--- src/hdl/oms_pkg.sv ---
// oms_pkg: constants shared by both ends of the mode selector link.
// assumes a 25 MHz clock; the link is plain same-clock logic.
package oms_pkg;

    // ------------------------------------------------------------------
    // mode codes
    // ------------------------------------------------------------------
    localparam logic [7:0] OMS_MODE_NONE = 8'h00;
    localparam logic [7:0] OMS_MODE_PP   = 8'h01; // profile_position_mode
    localparam logic [7:0] OMS_MODE_HM   = 8'h06; // homing_mode
    localparam logic [7:0] OMS_MODE_CSP  = 8'h08;
    localparam logic [7:0] OMS_MODE_CSV  = 8'h09;
    localparam logic [7:0] OMS_MODE_CST  = 8'h0A;

    // ------------------------------------------------------------------
    // communications cycle codes
    // ------------------------------------------------------------------
    localparam logic [2:0] OMS_CYC_250  = 3'h0;
    localparam logic [2:0] OMS_CYC_500  = 3'h1;
    localparam logic [2:0] OMS_CYC_1000 = 3'h2;
    localparam logic [2:0] OMS_CYC_2000 = 3'h3;
    localparam logic [2:0] OMS_CYC_4000 = 3'h4;

    // ------------------------------------------------------------------
    // mapping limits and identifiers
    // ------------------------------------------------------------------
    localparam logic [7:0]  OMS_MAP_SMALL_MAX = 8'h14; // 20 bytes
    localparam logic [7:0]  OMS_MAP_LARGE_MAX = 8'h18; // 24 bytes
    localparam logic [15:0] OMS_MAP_VAR       = 16'h1600;
    localparam logic [15:0] OMS_MAP_FIX_LO    = 16'h1701;
    localparam logic [15:0] OMS_MAP_FIX_HI    = 16'h1705;
    localparam logic [2:0]  OMS_POS_SEL_MAX   = 3'h5;

    // ------------------------------------------------------------------
    // error codes (major.minor packed as two hex digits each)
    // ------------------------------------------------------------------
    localparam logic [15:0] OMS_ERR_NONE = 16'h0000;
    localparam logic [15:0] OMS_ERR_CMD  = 16'h5B01; // 91.1
    localparam logic [15:0] OMS_ERR_FUNC = 16'h5D04; // 93.4

    // ------------------------------------------------------------------
    // timing
    // ------------------------------------------------------------------
    localparam int CLK_HZ          = 25_000_000;
    localparam int OMS_GAP_US      = 2000; // least spacing of mode changes
    localparam int OMS_GAP_CYCLES  = (OMS_GAP_US * (CLK_HZ / 1_000_000));

    // ------------------------------------------------------------------
    // avalon register map of the controller end (byte addresses)
    // ------------------------------------------------------------------
    localparam logic [3:0] OMS_REG_CTRL   = 4'h0;
    localparam logic [3:0] OMS_REG_MODE   = 4'h4;
    localparam logic [3:0] OMS_REG_STATUS = 4'h8;
    localparam logic [3:0] OMS_REG_ERROR  = 4'hC;

endpackage

--- src/hdl/oms_link_if.sv ---
// oms_link_if: the process-data link between the master and the drive.
// assumes both ends share clk; the bench instantiates and joins them.
`timescale 1ns/1ps
interface oms_link_if;
    logic        req_vld;   // one-cycle pulse: new mode request
    logic [7:0]  req_mode;
    logic [31:0] req_cmd;   // matching command value
    logic        cyc_tick;  // one-cycle communications cycle boundary
    logic [2:0]  cyc_code;
    logic [7:0]  map_bytes;
    logic [15:0] map_id;
    logic        gear_one;
    logic        warn_data;
    logic        rsp_vld;
    logic        rsp_ok;
    logic [15:0] rsp_err;
    logic [7:0]  disp_mode;
    logic        homing_err;

    modport drive (
        input  req_vld, req_mode, req_cmd, cyc_tick, cyc_code,
               map_bytes, map_id, gear_one, warn_data,
        output rsp_vld, rsp_ok, rsp_err, disp_mode, homing_err
    );
    modport master (
        output req_vld, req_mode, req_cmd, cyc_tick, cyc_code,
               map_bytes, map_id, gear_one, warn_data,
        input  rsp_vld, rsp_ok, rsp_err, disp_mode, homing_err
    );
endinterface

--- src/hdl/oms_drive.sv ---
// oms_drive: device end; validates mode requests, applies them at the next
// cycle boundary, shows the mode in effect and gates control functions.
// assumes link inputs are same-clock logic from the master end.
`timescale 1ns/1ps

module oms_drive
    import oms_pkg::*;
#(
    parameter int GAP_CYCLES = OMS_GAP_CYCLES
) (
    input  wire logic        clk,
    input  wire logic        sys_rst,
    input  wire logic        clk_en,
    oms_link_if.drive        link,
    input  wire logic        op_enabled,
    input  wire logic        fault_stop,
    input  wire logic [2:0]  pos_ctrl_sel,
    input  wire logic        autotune_en,
    input  wire logic        ffwd_force_req,
    input  wire logic        spd_obs_req,
    input  wire logic        dist_obs_req,
    input  wire logic [1:0]  adapt_cnt,
    input  wire logic [31:0] target_pos,
    input  wire logic [31:0] target_vel,
    output logic [31:0]      active_cmd,
    output logic             fir_en,
    output logic             damp_en,
    output logic             spd_ffwd_en,
    output logic             smooth_en,
    output logic             force_ffwd_en,
    output logic             spd_obs_en,
    output logic             dist_obs_en,
    output logic             notch3_auto,
    output logic             notch4_auto
);

    // ------------------------------------------------------------------
    // state
    // ------------------------------------------------------------------
    typedef struct packed {
        logic [7:0]  mode;       // mode in effect
        logic [7:0]  pend_mode;
        logic        pend;
        logic [31:0] gap_cnt;
        logic        rsp_vld;
        logic        rsp_ok;
        logic [15:0] rsp_err;
        logic [7:0]  disp;
        logic        hm_err;
        logic [31:0] cmd;
        logic [8:0]  fn;
    } oms_drv_t;

    oms_drv_t st_ff;
    oms_drv_t nxt_st;

    function automatic logic is_cyclic(input logic [7:0] m);
        return (m == OMS_MODE_CSP) || (m == OMS_MODE_CSV) ||
               (m == OMS_MODE_CST);
    endfunction

    function automatic logic is_pos(input logic [7:0] m);
        return (m == OMS_MODE_CSP) || (m == OMS_MODE_PP) ||
               (m == OMS_MODE_HM);
    endfunction

    // ------------------------------------------------------------------
    // mode support check against cycle, mapping and gear
    // ------------------------------------------------------------------
    function automatic logic supported(input logic [7:0] m,
                                       input logic [2:0] cyc,
                                       input logic [7:0] bytes,
                                       input logic       gear1);
        logic long_cyc;
        logic ok;
        long_cyc = (cyc >= OMS_CYC_1000) && (cyc <= OMS_CYC_4000);
        ok = 1'b0;
        if (m == OMS_MODE_NONE) begin
            ok = 1'b1;
        end else if (gear1 && bytes <= OMS_MAP_SMALL_MAX) begin
            ok = long_cyc || (is_cyclic(m) &&
                 (cyc == OMS_CYC_250 || cyc == OMS_CYC_500));
        end else if (gear1 && bytes <= OMS_MAP_LARGE_MAX) begin
            ok = long_cyc || (is_cyclic(m) && cyc == OMS_CYC_500);
        end else if (!gear1 && bytes <= OMS_MAP_LARGE_MAX) begin
            ok = long_cyc;
        end
        return ok;
    endfunction

    logic code_ok;
    logic map_ok;
    logic [7:0] eff_mode;

    always_comb begin
        code_ok = (link.req_mode == OMS_MODE_NONE) ||
                  (link.req_mode == OMS_MODE_PP) ||
                  (link.req_mode == OMS_MODE_HM) ||
                  is_cyclic(link.req_mode);
        map_ok = (pos_ctrl_sel > OMS_POS_SEL_MAX) ||
                 (link.map_id == OMS_MAP_VAR) ||
                 ((link.map_id >= OMS_MAP_FIX_LO) &&
                  (link.map_id <= OMS_MAP_FIX_HI));
        eff_mode = (op_enabled && !fault_stop) ? st_ff.mode : OMS_MODE_NONE;
    end

    always_comb begin
        nxt_st = st_ff;
        nxt_st.rsp_vld = 1'b0;
        if (st_ff.gap_cnt != 32'h0) begin
            nxt_st.gap_cnt = st_ff.gap_cnt - 32'h1;
        end
        if (link.cyc_tick && st_ff.pend) begin
            nxt_st.mode = st_ff.pend_mode;
            nxt_st.pend = 1'b0;
        end
        if (link.req_vld) begin
            nxt_st.rsp_vld = 1'b1;
            nxt_st.rsp_ok  = 1'b0;
            nxt_st.hm_err  = 1'b0;
            if (!code_ok || st_ff.gap_cnt != 32'h0) begin
                nxt_st.rsp_err = OMS_ERR_CMD;
            end else if ((link.req_mode == OMS_MODE_HM &&
                          link.cyc_code <= OMS_CYC_500) ||
                         !map_ok ||
                         !supported(link.req_mode, link.cyc_code,
                                    link.map_bytes, link.gear_one)) begin
                nxt_st.rsp_err = OMS_ERR_FUNC;
            end else if (link.warn_data && is_cyclic(link.req_mode)) begin
                nxt_st.rsp_err = OMS_ERR_NONE;
            end else begin
                nxt_st.hm_err = link.warn_data &&
                                (link.req_mode == OMS_MODE_HM);
                nxt_st.rsp_ok    = 1'b1;
                nxt_st.rsp_err   = OMS_ERR_NONE;
                nxt_st.pend      = 1'b1;
                nxt_st.pend_mode = link.req_mode;
                // one less, so a request exactly GAP_CYCLES later is taken
                nxt_st.gap_cnt   = 32'(GAP_CYCLES - 1);
                if (link.cyc_tick) begin
                    nxt_st.mode = link.req_mode;
                    nxt_st.pend = 1'b0;
                end
            end
        end
        nxt_st.disp = eff_mode;
        unique case (eff_mode)
            OMS_MODE_CSV: nxt_st.cmd = target_vel;
            default:      nxt_st.cmd = target_pos;
        endcase
        // function gates: fir, damp, sffwd, smooth, fffwd, sobs, dobs, n3, n4
        nxt_st.fn[0] = is_pos(eff_mode) &&
                       (link.cyc_code >= OMS_CYC_1000);
        nxt_st.fn[1] = is_pos(eff_mode);
        nxt_st.fn[2] = is_pos(eff_mode);
        nxt_st.fn[3] = is_pos(eff_mode);
        nxt_st.fn[4] = ffwd_force_req && !autotune_en &&
                       (eff_mode != OMS_MODE_CST);
        nxt_st.fn[5] = spd_obs_req && !autotune_en &&
                       (eff_mode != OMS_MODE_CST);
        nxt_st.fn[6] = dist_obs_req && !autotune_en && !spd_obs_req &&
                       (eff_mode != OMS_MODE_CST);
        nxt_st.fn[7] = (adapt_cnt != 2'h0);
        nxt_st.fn[8] = (adapt_cnt >= 2'h2);
    end

    always_ff @(posedge clk or posedge sys_rst) begin
        if (sys_rst) begin
            st_ff <= '0;
        end else if (clk_en) begin
            st_ff <= nxt_st;
        end
    end

    assign link.rsp_vld    = st_ff.rsp_vld;
    assign link.rsp_ok     = st_ff.rsp_ok;
    assign link.rsp_err    = st_ff.rsp_err;
    assign link.disp_mode  = st_ff.disp;
    assign link.homing_err = st_ff.hm_err;
    assign active_cmd      = st_ff.cmd;
    assign fir_en          = st_ff.fn[0];
    assign damp_en         = st_ff.fn[1];
    assign spd_ffwd_en     = st_ff.fn[2];
    assign smooth_en       = st_ff.fn[3];
    assign force_ffwd_en   = st_ff.fn[4];
    assign spd_obs_en      = st_ff.fn[5];
    assign dist_obs_en     = st_ff.fn[6];
    assign notch3_auto     = st_ff.fn[7];
    assign notch4_auto     = st_ff.fn[8];

endmodule

--- src/flat_wrapper.sv ---
// flat-port wrapper written by rule: the top's interface ports become plain ports
module oms_drive_flat import oms_pkg::*;
#(
    parameter int GAP_CYCLES = OMS_GAP_CYCLES
)
  (clk, sys_rst, clk_en, op_enabled, fault_stop, pos_ctrl_sel, autotune_en, ffwd_force_req, spd_obs_req, dist_obs_req, adapt_cnt, target_pos, target_vel, active_cmd, fir_en, damp_en, spd_ffwd_en, smooth_en, force_ffwd_en, spd_obs_en, dist_obs_en, notch3_auto, notch4_auto, link_req_vld, link_req_mode, link_req_cmd, link_cyc_tick, link_cyc_code, link_map_bytes, link_map_id, link_gear_one, link_warn_data, link_rsp_vld, link_rsp_ok, link_rsp_err, link_disp_mode, link_homing_err);
  oms_link_if link_i ();
  input  wire logic clk;
  input  wire logic sys_rst;
  input  wire logic clk_en;
  input  wire logic op_enabled;
  input  wire logic fault_stop;
  input  wire logic [2:0] pos_ctrl_sel;
  input  wire logic autotune_en;
  input  wire logic ffwd_force_req;
  input  wire logic spd_obs_req;
  input  wire logic dist_obs_req;
  input  wire logic [1:0] adapt_cnt;
  input  wire logic [31:0] target_pos;
  input  wire logic [31:0] target_vel;
  output logic [31:0] active_cmd;
  output logic fir_en;
  output logic damp_en;
  output logic spd_ffwd_en;
  output logic smooth_en;
  output logic force_ffwd_en;
  output logic spd_obs_en;
  output logic dist_obs_en;
  output logic notch3_auto;
  output logic notch4_auto;
  input wire logic [$bits(link_i.req_vld)-1:0] link_req_vld;
  input wire logic [$bits(link_i.req_mode)-1:0] link_req_mode;
  input wire logic [$bits(link_i.req_cmd)-1:0] link_req_cmd;
  input wire logic [$bits(link_i.cyc_tick)-1:0] link_cyc_tick;
  input wire logic [$bits(link_i.cyc_code)-1:0] link_cyc_code;
  input wire logic [$bits(link_i.map_bytes)-1:0] link_map_bytes;
  input wire logic [$bits(link_i.map_id)-1:0] link_map_id;
  input wire logic [$bits(link_i.gear_one)-1:0] link_gear_one;
  input wire logic [$bits(link_i.warn_data)-1:0] link_warn_data;
  output wire logic [$bits(link_i.rsp_vld)-1:0] link_rsp_vld;
  output wire logic [$bits(link_i.rsp_ok)-1:0] link_rsp_ok;
  output wire logic [$bits(link_i.rsp_err)-1:0] link_rsp_err;
  output wire logic [$bits(link_i.disp_mode)-1:0] link_disp_mode;
  output wire logic [$bits(link_i.homing_err)-1:0] link_homing_err;
  assign link_i.req_vld = link_req_vld;
  assign link_i.req_mode = link_req_mode;
  assign link_i.req_cmd = link_req_cmd;
  assign link_i.cyc_tick = link_cyc_tick;
  assign link_i.cyc_code = link_cyc_code;
  assign link_i.map_bytes = link_map_bytes;
  assign link_i.map_id = link_map_id;
  assign link_i.gear_one = link_gear_one;
  assign link_i.warn_data = link_warn_data;
  assign link_rsp_vld = link_i.rsp_vld;
  assign link_rsp_ok = link_i.rsp_ok;
  assign link_rsp_err = link_i.rsp_err;
  assign link_disp_mode = link_i.disp_mode;
  assign link_homing_err = link_i.homing_err;
  oms_drive #(.GAP_CYCLES(GAP_CYCLES)) u_core (.clk(clk), .sys_rst(sys_rst), .clk_en(clk_en), .link(link_i), .op_enabled(op_enabled), .fault_stop(fault_stop), .pos_ctrl_sel(pos_ctrl_sel), .autotune_en(autotune_en), .ffwd_force_req(ffwd_force_req), .spd_obs_req(spd_obs_req), .dist_obs_req(dist_obs_req), .adapt_cnt(adapt_cnt), .target_pos(target_pos), .target_vel(target_vel), .active_cmd(active_cmd), .fir_en(fir_en), .damp_en(damp_en), .spd_ffwd_en(spd_ffwd_en), .smooth_en(smooth_en), .force_ffwd_en(force_ffwd_en), .spd_obs_en(spd_obs_en), .dist_obs_en(dist_obs_en), .notch3_auto(notch3_auto), .notch4_auto(notch4_auto));
endmodule
--- config.mk ---
export PLATFORM = sky130hd
export DESIGN_NAME = oms_drive_flat
export DESIGN_NICKNAME = d
export VERILOG_FILES = /design/src/hdl/oms_pkg.sv /design/src/hdl/oms_link_if.sv /design/src/hdl/oms_drive.sv /design/src/flat_wrapper.sv
export SDC_FILE = /design/constraint.sdc
export NUM_CORES = 1
export LEC_CHECK = 0
export BUFFER_PORTS_ARGS = -buffer_cell sky130_fd_sc_hd__buf_2
export CORE_ASPECT_RATIO = 1.2
export CORE_MARGIN = 2
export CORE_UTILIZATION = 45
export CTS_BUF_LIST = sky130_fd_sc_hd__clkbuf_4 sky130_fd_sc_hd__clkbuf_8
export DETAILED_ROUTE_END_ITERATION = 12
export PLACE_DENSITY = 0.76
export SYNTH_ARGS = -nofsm -noshare
export SYNTH_HDL_FRONTEND = slang
export SYNTH_SLANG_ARGS = --single-unit
--- constraint.sdc ---
create_clock -name clk -period 2.9 [get_ports clk]
set_input_delay 0.29 -clock clk [delete_from_list [all_inputs] [get_ports clk]]
set_output_delay 0.29 -clock clk [all_outputs]
set_load 0.02 [all_outputs]
## Word-level counts from Yosys, hierarchy flattened

Cells that the tools add are included.

- Reduce and logical (&&, ||, !) cells: 48
- Equality and inequality tests: 12
- Multiplexer cells: 25
- Order comparisons: 9
- Divide/modulo/power cells: 0
- Add/subtract/negate cells: 1
- Shifts and indexed selects: 0
- Bitwise gates (word level): 3
- Multiply operators: 0

Operators with widths:

| kind | count |
|---|---|
| $mux W49 | 3 |
| $mux W67 | 1 |
| $mux W32 | 2 |
| $eq A8 B4 Y1 const B | 5 |
| $reduce_bool A32 Y1 | 1 |
| $sub A32 B1 Y32 const B | 1 |
| $mux W8 | 3 |
| $logic_and A1 B1 Y1 | 20 |
| $eq A16 B13 Y1 const B | 1 |
| $eq A8 B1 Y1 const B | 2 |
| $eq A8 B3 Y1 const B | 2 |
| $ge A16 B13 Y1 const B | 1 |
| $le A16 B13 Y1 const B | 1 |
| $le A8 B5 Y1 const B | 2 |
| $mux W16 | 1 |
| $logic_or A1 B1 Y1 | 15 |
| $mux W15 | 1 |
| $mux W1 | 14 |
| $logic_not A8 Y1 | 1 |
| $ne A8 B4 Y1 const B | 1 |
| $logic_not A1 Y1 | 7 |
| $reduce_and A5 Y1 | 1 |
| $eq A3 B1 Y1 const B | 1 |
| $ge A3 B2 Y1 const B | 1 |
| 8 further kinds | 10 |

- Bits in writable memories: 0
- Latch bits: 0
- Memories kept: 0
- Bits in registers: 117
- Word-level logic and storage cells: 109
- ROM bits: 0
- Output and inout port bits: 68

## Logic depth before layout (Yosys ltp)

Gate-level depths: netlist of run 1.

- Depth in word-level cells: 15
- Mapped depth: 10
- Mapped depth without buffers: 8

## Worst setup path after synthesis of run 1

OpenSTA, ideal clock, no wires.

- Path kind: flip-flop to flip-flop
- From: register u_core.st_ff[70] in the netlist's numbering
- To: register u_core.st_ff[101] in the netlist's numbering
- Cell stages (with the launch flop): 8
- Setup slack: 478 ps
- Arrival: 2297 ps
- Path through: dfrtp_1 -> or4_4 -> nand3b_4 -> nor4_4 -> and4_1 -> buf_4 -> nand3_4 -> mux2_4

- Cells in the longest elaborated chain, start to end: 4

Ends and longest elaborated chain:

| item | RTL line | source |
|---|---|---|
| start: declaration | oms_drive.sv:54 | `oms_drv_t st_ff;` |
| start signal: assignment | oms_drive.sv:171 | `st_ff <= nxt_st;` |
| $reduce_bool A32 Y1 | oms_drive.sv:121 | `if (!code_ok \|\| st_ff.gap_cnt != 32'h0) begin` |
| $logic_or A1 B1 Y1 | oms_drive.sv:121 |  |
| $not A1 Y1 (no line) | n/a |  |
| $reduce_and A5 Y1 (no line) | n/a |  |

No other way between the ends.
A chain may end at the register's enable or synchronous reset.

## Worst setup path after layout of run 1

- From: register u_core.st_ff[70] in the netlist's numbering
- To: register u_core.st_ff[103] in the netlist's numbering

Same word-level chain as after synthesis.

==> impl_metrics.env, run 1 <==
export IMPL_hold_viol_final=0
export IMPL_cp_required_ns=3.16
export IMPL_crit_buf_inv=0
export IMPL_slew_headroom_pct=46.4
export IMPL_regArea_sq_mm=0.00255
export IMPL_stdcell_area_sq_mm=0.00623
export IMPL_startpoint_type="flip-flop"
export IMPL_grt_pass1_vias=3977
export IMPL_synth_seq_cells=102
export IMPL_crit_slowest_cell="or4_4"
export IMPL_fin_setup_tns_ns=0
export IMPL_core_sq_mm=0.0116
export IMPL_antenna_found_initial=0
export IMPL_crit_fanout=18
export IMPL_cap_violations=0
export IMPL_endpoint_kind="flip-flop"
export IMPL_via_per_inst=5.15
export IMPL_die_area_sq_mm=0.0128
export IMPL_via_count=4189
export IMPL_clockBufferDepth=2
export IMPL_async_flop_share_pct=100
export IMPL_clk_pin_slew_worst_paths_ns=0.09
export IMPL_syn_area_per_cell_sq_um=10.1
export IMPL_grt_max_degree=66
export IMPL_max_freq_mhz=372
export IMPL_first_pass_iters=4
export IMPL_clk_latency_ns=0.38
export IMPL_rrSetupSlack_ns=0.21
export IMPL_slowest_delay_ns=0.58
export IMPL_num_fill_cells=1063
export IMPL_pin_count=217
export IMPL_final_util_pct=53.9
export IMPL_ir_worst_vdd_mv=0.249
export IMPL_grt_pass1_wl_microns=18200
export IMPL_m1WireLength_microns=4830
export IMPL_setup_violations=0
export IMPL_cts_hold_buf=0
export IMPL_min_period_ns=2.69
export IMPL_drive_gt1_share_pct=32.9
export IMPL_total_leakage_power_nw=3.24
export IMPL_multiInputGateArea_sq_mm=0.00225
export IMPL_seq_area_frac_synth_pct=47.8
export IMPL_ant_nets=0
export IMPL_cp_cell_sequence="or4_4 > nand3b_4 > nor4_4 > and4_1 > nand3_4 > mux2_4"
export IMPL_slew_viol_final=0
export IMPL_drc=0
export IMPL_synth_ff_type="dfrtp_1"
export IMPL_cp_arrival_ns=2.95
export IMPL_worst_r2r_startpoint="u_core.st_ff[70]"
export IMPL_cts_sinks=102
export IMPL_hpwl_microns=8850
export IMPL_pwr_density_cell_mw_per_mm2=609
export IMPL_routedWlPerCell_microns=14.3
export IMPL_outcome="complete, no violations"
export IMPL_die_y_microns=123
export IMPL_grt_overflow_total=0
export IMPL_cts_tree="yes"
export IMPL_synth_edf_count=0
export IMPL_gp_congestion=0.866
export IMPL_cts_resized=0
export IMPL_cts_buffers=9
export IMPL_grt_total_usage_pct=18.2
export IMPL_initial_core_util_pct=46.2
export IMPL_ys_warn_count=0
export IMPL_num_rows=43
export IMPL_nNetsFinal=804
export IMPL_power_total_mw=3.80
export IMPL_synth_cell_types=58
export IMPL_port_buffers=175
export IMPL_antenna_cells=0
export IMPL_worstHoldPathType="input port to async pin"
export IMPL_r2r_end="u_core.st_ff[103]"
export IMPL_crit_type="flip-flop to flip-flop"
export IMPL_tightest_slew_ns=0.803
export IMPL_crit_family="simple AND/OR/NAND/NOR gates"
export IMPL_postCtsSetupBuffers=0
export IMPL_die_x_microns=103
export IMPL_fin_crit_sh_pct=92.8
export IMPL_met2_length_microns=5950
export IMPL_syn_inst=530
export IMPL_rsz0062_at_grt="false"
export IMPL_htree_levels=3
export IMPL_drt_iter0_drc=177
export IMPL_wl_microns=11600
export IMPL_synth_cell_area_sq_mm=0.00534
export IMPL_wl_met3_microns=599
export IMPL_place_inst=799
export IMPL_reg2regPathDepth=6
export IMPL_stdcell_count=814
export IMPL_syn_to_final_growth_pct=16.7
export IMPL_cts_root_buf="clkbuf_8"
export IMPL_top_layer="met4"
export IMPL_clock_skew_final_ns=0.0125
export IMPL_place_area_sq_mm=0.00600
==> synth_stat cells, types with 10 or more instances <==
| cell type | number | area share, % |
|---|---|---|
| dfrtp_1 | 102 | 48 |
| buf_4 | 59 | 8.3 |
| nor2_1 | 53 | 3.7 |
| nand2_1 | 41 | 2.9 |
| a21oi_1 | 34 | 3.2 |
| mux2i_1 | 32 | 6.0 |
| xor2_1 | 18 | 3.0 |
| clkbuf_1 | 16 | 1.1 |
| nor3_1 | 13 | 1.2 |
| nor4_1 | 12 | 1.4 |
| nand4_1 | 11 | 1.3 |
| o211ai_1 | 11 | 1.5 |
| xnor2_1 | 10 | 1.6 |
==> cells by family (layout without fill, tap and decap cells) <==
group                      count (synthesis)  count (layout)  synth area share, %
muxes                                     37              37                 7.33
adders and majority gates                  2               2                0.469
xor gates and xnor gates                  28              28                 4.59
buffers and inverters                     89             209                 10.6
and+or+nand+nor                          180             180                 17.6
AOI/OAI and AO/OA                         91              91                 11.6
DFF                                      102             102                 47.8
other                                      1               8               0.0702
==> report_power, final <==
part / internal, mW / switching (mW)
sequential: 1.67 / 0.237
clock: 0.538 / 0.459
combinational: 0.392 / 0.503
==> cells in the final DEF (no fill, tap or decap), types with 5 or more instances in the layout <==
cell,netlist,layout
dfrtp_1,102,102
nand2_1,41,41
buf_2,1,175
nand3_1,7,7
buf_4,59,10
and2_1,7,7
nand4_1,11,11
o2bb2ai_1,9,9
conb_1,1,8
o21ai_0,6,6
nor4_1,12,12
o211ai_1,11,11
mux2i_1,32,32
o21ai_1,7,7
xor2_1,18,18
nand2b_1,5,5
a21oi_1,34,34
clkbuf_8,0,11
inv_1,7,6
nor3_1,13,13
xnor2_1,10,10
nor2_1,53,53
==> state kept, by name, summed over array words and instances, names as in the netlist, named ones only <==
signal                  flops
u_core.link.rsp_err         3
u_core.fir_en               1
u_core.dist_obs_en          1
u_core.link.rsp_vld         1
u_core.smooth_en            1
u_core.notch3_auto          1
u_core.notch4_auto          1
u_core.spd_obs_en           1
u_core.link.rsp_ok          1
u_core.force_ffwd_en        1
u_core.active_cmd          32
u_core.link.homing_err      1
u_core.st_ff               41
u_core.link.disp_mode       8
==> metal layers <==
layer / vias up / global-route usage (%)
li1: 2050 / -
met4: 0 / 8.55
met3: 15 / 2.26
met1: 2001 / 21.2
met5: - / 0
met2: 123 / 32.6
==> cell type report <==
type / instances / area share [%]
Timing Repair Buffer: 186 / 15.6
Inverter: 8 / 0.542
Clock inverter: 3 / 1.08
Tap cell: 157 / 3.15
Sequential cell: 102 / 41.0
Clock buffer: 12 / 2.55
Multi-Input combinational cell: 346 / 36.1
==> how the worst max path moves through the flow <==
| stage | start | to | cells past startpoint | slack (ns) |
|---|---|---|---|---|
| after CTS | u_core.st_ff[70] | u_core.st_ff[103] | 6 | 0.20 |
| after global routing | u_core.st_ff[70] | u_core.st_ff[103] | 6 | 0.13 |
| final | u_core.st_ff[70] | u_core.st_ff[103] | 6 | 0.21 |
| after global placement | u_core.st_ff[70] | u_core.st_ff[103] | 6 | 0.24 |
| after floorplan | u_core.st_ff[70] | u_core.st_ff[101] | 7 | 0.48 |
| after detailed placement | u_core.st_ff[70] | u_core.st_ff[103] | 6 | 0.20 |
==> metrics by stage <==
step           hold slack [ns]  setup slack [ns]
2_1_floorplan            0.419             0.478
3_3_place_gp             0.455             0.242
3_5_place_dp             0.458             0.200
4_1_cts                 0.0675             0.200
5_1_grt                  0.122             0.128
6_report                0.0492             0.210
Power figures use the tool's default switching activity.
==> run 2, diff against run 1 <==
Settings changed: ABC_AREA set to 1, CORE_UTILIZATION 45 to 47, PLACE_DENSITY 0.76 to 0.78.
==> run 2 against run 1 <==
Combinational power is 15% higher. Final cell count is 28% higher. Register-to-register slack better by 0.26 ns. Sequential power is 5% lower. First-iteration DRC count is 25% higher. Critical path depth is 6 higher. Core utilization is 1.8 points higher. Sequential cell count stayed put. Maximum frequency is 11% higher. Synthesized cell count is 43% higher. Clock skew is 0.0016 ns higher. Sequential share of layout area is 3.3 points lower. Critical path type unchanged.
==> impl_metrics.env, run 2 <==
export IMPL_num_rows=44
export IMPL_drive_gt1_share_pct=26.5
export IMPL_total_leakage_power_nw=3.57
export IMPL_ys_warn_count=0
export IMPL_synth_edf_count=0
export IMPL_synth_ff_type="dfrtp_1"
export IMPL_endpoint_kind="flip-flop"
export IMPL_async_flop_share_pct=100
export IMPL_core_sq_mm=0.0122
export IMPL_place_area_sq_mm=0.00655
export IMPL_yosys_top_cells_count="nand2_1 (136), nor2_1 (106), dfrtp_1 (102)"
export IMPL_crit_type="flip-flop to flip-flop"
export IMPL_synth_area_leaders="dfrtp_1 (43%), nand2_1 (8.6%), buf_4 (7.5%), nor2_1 (6.7%), a21oi_1 (5.8%)"
export IMPL_grt_total_usage_pct=22.5
export IMPL_postCtsSetupBuffers=0
export IMPL_nNetsFinal=1025
export IMPL_routedWlPerCell_microns=14.3
export IMPL_drt_iter0_drc=222
export IMPL_syn_area_per_cell_sq_um=7.79
export IMPL_whs_ns=0.0189
export IMPL_syn_to_final_growth_pct=14.6
export IMPL_ir_worst_vdd_mv=0.244
export IMPL_cts_tree="yes"
export IMPL_syn_inst=758
export IMPL_final_util_pct=55.6
export IMPL_yosysTopAreaCell="dfrtp_1"
export IMPL_hpwl_microns=10800
export IMPL_die_x_microns=106
export IMPL_hold_viol_final=0
export IMPL_first_pass_iters=5
export IMPL_grt_overflow_total=0
export IMPL_via_per_inst=5.05
export IMPL_die_y_microns=127
export IMPL_htree_levels=3
export IMPL_cp_required_ns=3.20
export IMPL_wl_microns=14900
export IMPL_largest_reg_flops=41
export IMPL_crit_slowest_cell="nor2_1"
export IMPL_cp_cell_sequence="inv_1 > ha_1 > inv_1 > nor2_1 > nand2_1 > nor2_1 > nand3_2 > nor2_4 > nor2_1 > nand3_1 > nor3_1 > xor2_1"
export IMPL_cap_violations=0
export IMPL_pin_count=217
export IMPL_antenna_found_initial=0
export IMPL_slowest_delay_ns=0.54
export IMPL_synth_most_common_cell="nand2_1"
export IMPL_synth_seq_cells=102
export IMPL_setup_violations=0
export IMPL_cp_arrival_ns=2.72
export IMPL_grt_pass1_vias=5174
export IMPL_grt_pass1_wl_microns=24400
export IMPL_fin_setup_tns_ns=0
export IMPL_initial_core_util_pct=48.5
export IMPL_cts_buffers=9
export IMPL_synth_cell_area_sq_mm=0.00590
export IMPL_slew_headroom_pct=50.3
export IMPL_synth_cell_types=40
export IMPL_drc=0
export IMPL_largest_register="u_core.st_ff"
export IMPL_clock_skew_final_ns=0.0141
export IMPL_critPathMostFrequentCell="nor2_1"
export IMPL_layout_common_cells="buf_2 (175), nand2_1 (136), nor2_1 (104)"
export IMPL_outcome="complete, no violations"
export IMPL_cts_resized=0
export IMPL_die_area_sq_mm=0.0135
export IMPL_max_freq_mhz=412
export IMPL_gp_congestion=0.857
export IMPL_clockBufferDepth=2
export IMPL_cts_hold_buf=0
export IMPL_final_common_cell="buf_2"
export IMPL_stdcell_count=1040
export IMPL_place_inst=1024
export IMPL_pwr_density_cell_mw_per_mm2=564
export IMPL_clk_pin_slew_worst_paths_ns=0.10
export IMPL_stdcell_area_sq_mm=0.00677
export IMPL_rsz0062_at_grt="false"
export IMPL_min_period_ns=2.43
export IMPL_seq_area_frac_synth_pct=43.2
export IMPL_via_count=5254
export IMPL_startpoint_type="flip-flop"
export IMPL_cts_sinks=102
export IMPL_synth_top_cell_area_share_pct=43.2
export IMPL_clk_latency_ns=0.38
export IMPL_tightest_slew_ns=0.744
export IMPL_num_fill_cells=1170
export IMPL_fin_crit_sh_pct=83.7
export IMPL_ant_nets=0
export IMPL_worstHoldPathType="input port to async pin"
export IMPL_grt_max_degree=61
export IMPL_port_buffers=175
export IMPL_antenna_cells=0
export IMPL_crit_fanout=11
export IMPL_slew_viol_final=0
export IMPL_cts_root_buf="clkbuf_8"
run 2: cell count changes after synthesis, sizes merged, moves of 9 or more:
| cell | before | now |
|---|---|---|
| nand2 | 41 | 141 |
| inv | 7 | 69 |
| nor2 | 53 | 114 |
| nand3 | 8 | 45 |
| a21oi | 35 | 71 |
| nand4 | 11 | 44 |
| mux2i | 32 | 1 |
| o21ai | 13 | 25 |
| nor4 | 13 | 2 |
| o2bb2ai | 9 | 0 |
run 2: cell families (layout without fill, tap and decap cells):
kind of cell,count (synthesis),after routing,share of synthesized area [%]
AOI/OAI and AO/OA,108,108,9.98
xor gates and xnor gates,26,26,3.86
other,1,8,0.0635
muxes,5,5,0.933
buffers and inverters,155,269,13.9
adders and majority gates,2,2,0.424
DFF,102,102,43.2
and+or+nand+nor,359,359,27.6
run 2: power by group:
part | leakage [nW] | internal [mW] | switching (mW)
clock network | 0.110 | 0.495 | 0.495
logic | 2.20 | 0.371 | 0.663
registers | 1.26 | 1.61 | 0.181
total | 3.57 | 2.48 | 1.34
run 2: routing by layer:
metal | vias to the layer above | wire length (microns) | global-route usage, %
met5 | - | 0 | 0
li1 | 2639 | - | -
met2 | 140 | 7550 | 38.5
met1 | 2436 | 6250 | 28.0
met4 | 0 | 483 | 10.4
met3 | 39 | 586 | 3.08
run 2: final cells by class:
type                    count  area, sq um  share of cell area [%]
repair buffers            184          956                    14.1
clock buffers              10          131                    1.94
multi-input cells         508         2570                    38.0
inverters                  69          265                    3.92
flip-flops and latches    102         2550                    37.7
well taps                 161          201                    2.98
clock inverters             6         86.3                    1.28
run 2: final timing paths:
check                              startpoint               endpoint  slack [ns]  depth (start not counted)
max reg2reg                  u_core.st_ff[68]       u_core.st_ff[99]        0.47                         12
max                          u_core.st_ff[68]       u_core.st_ff[99]        0.47                         12
min reg2reg                u_core.notch4_auto     u_core.notch4_auto        0.48                          2
min                                   sys_rst   u_core.active_cmd[0]        0.02                          2
min in group clk               target_vel[21]  u_core.active_cmd[21]        0.16                          3
max in group asynchronous             sys_rst       u_core.st_ff[87]        2.09                          3
run 2: critical path, delay by kind of cell (launching register included):
kind	cells	cell delay, ns
buf+inv	2	0.16
simple gates	8	1.46
xor+xnor	1	0.17
fa+ha+maj	1	0.19
flops	1	0.37
run 2: metrics by stage:
stage	setup slack, ns	power [mW]
after floorplan	1.05	2.59
after global placement	0.512	2.83
after detailed placement	0.478	2.85
after CTS	0.464	3.84
after global routing	0.253	4.08
final	0.473	3.82
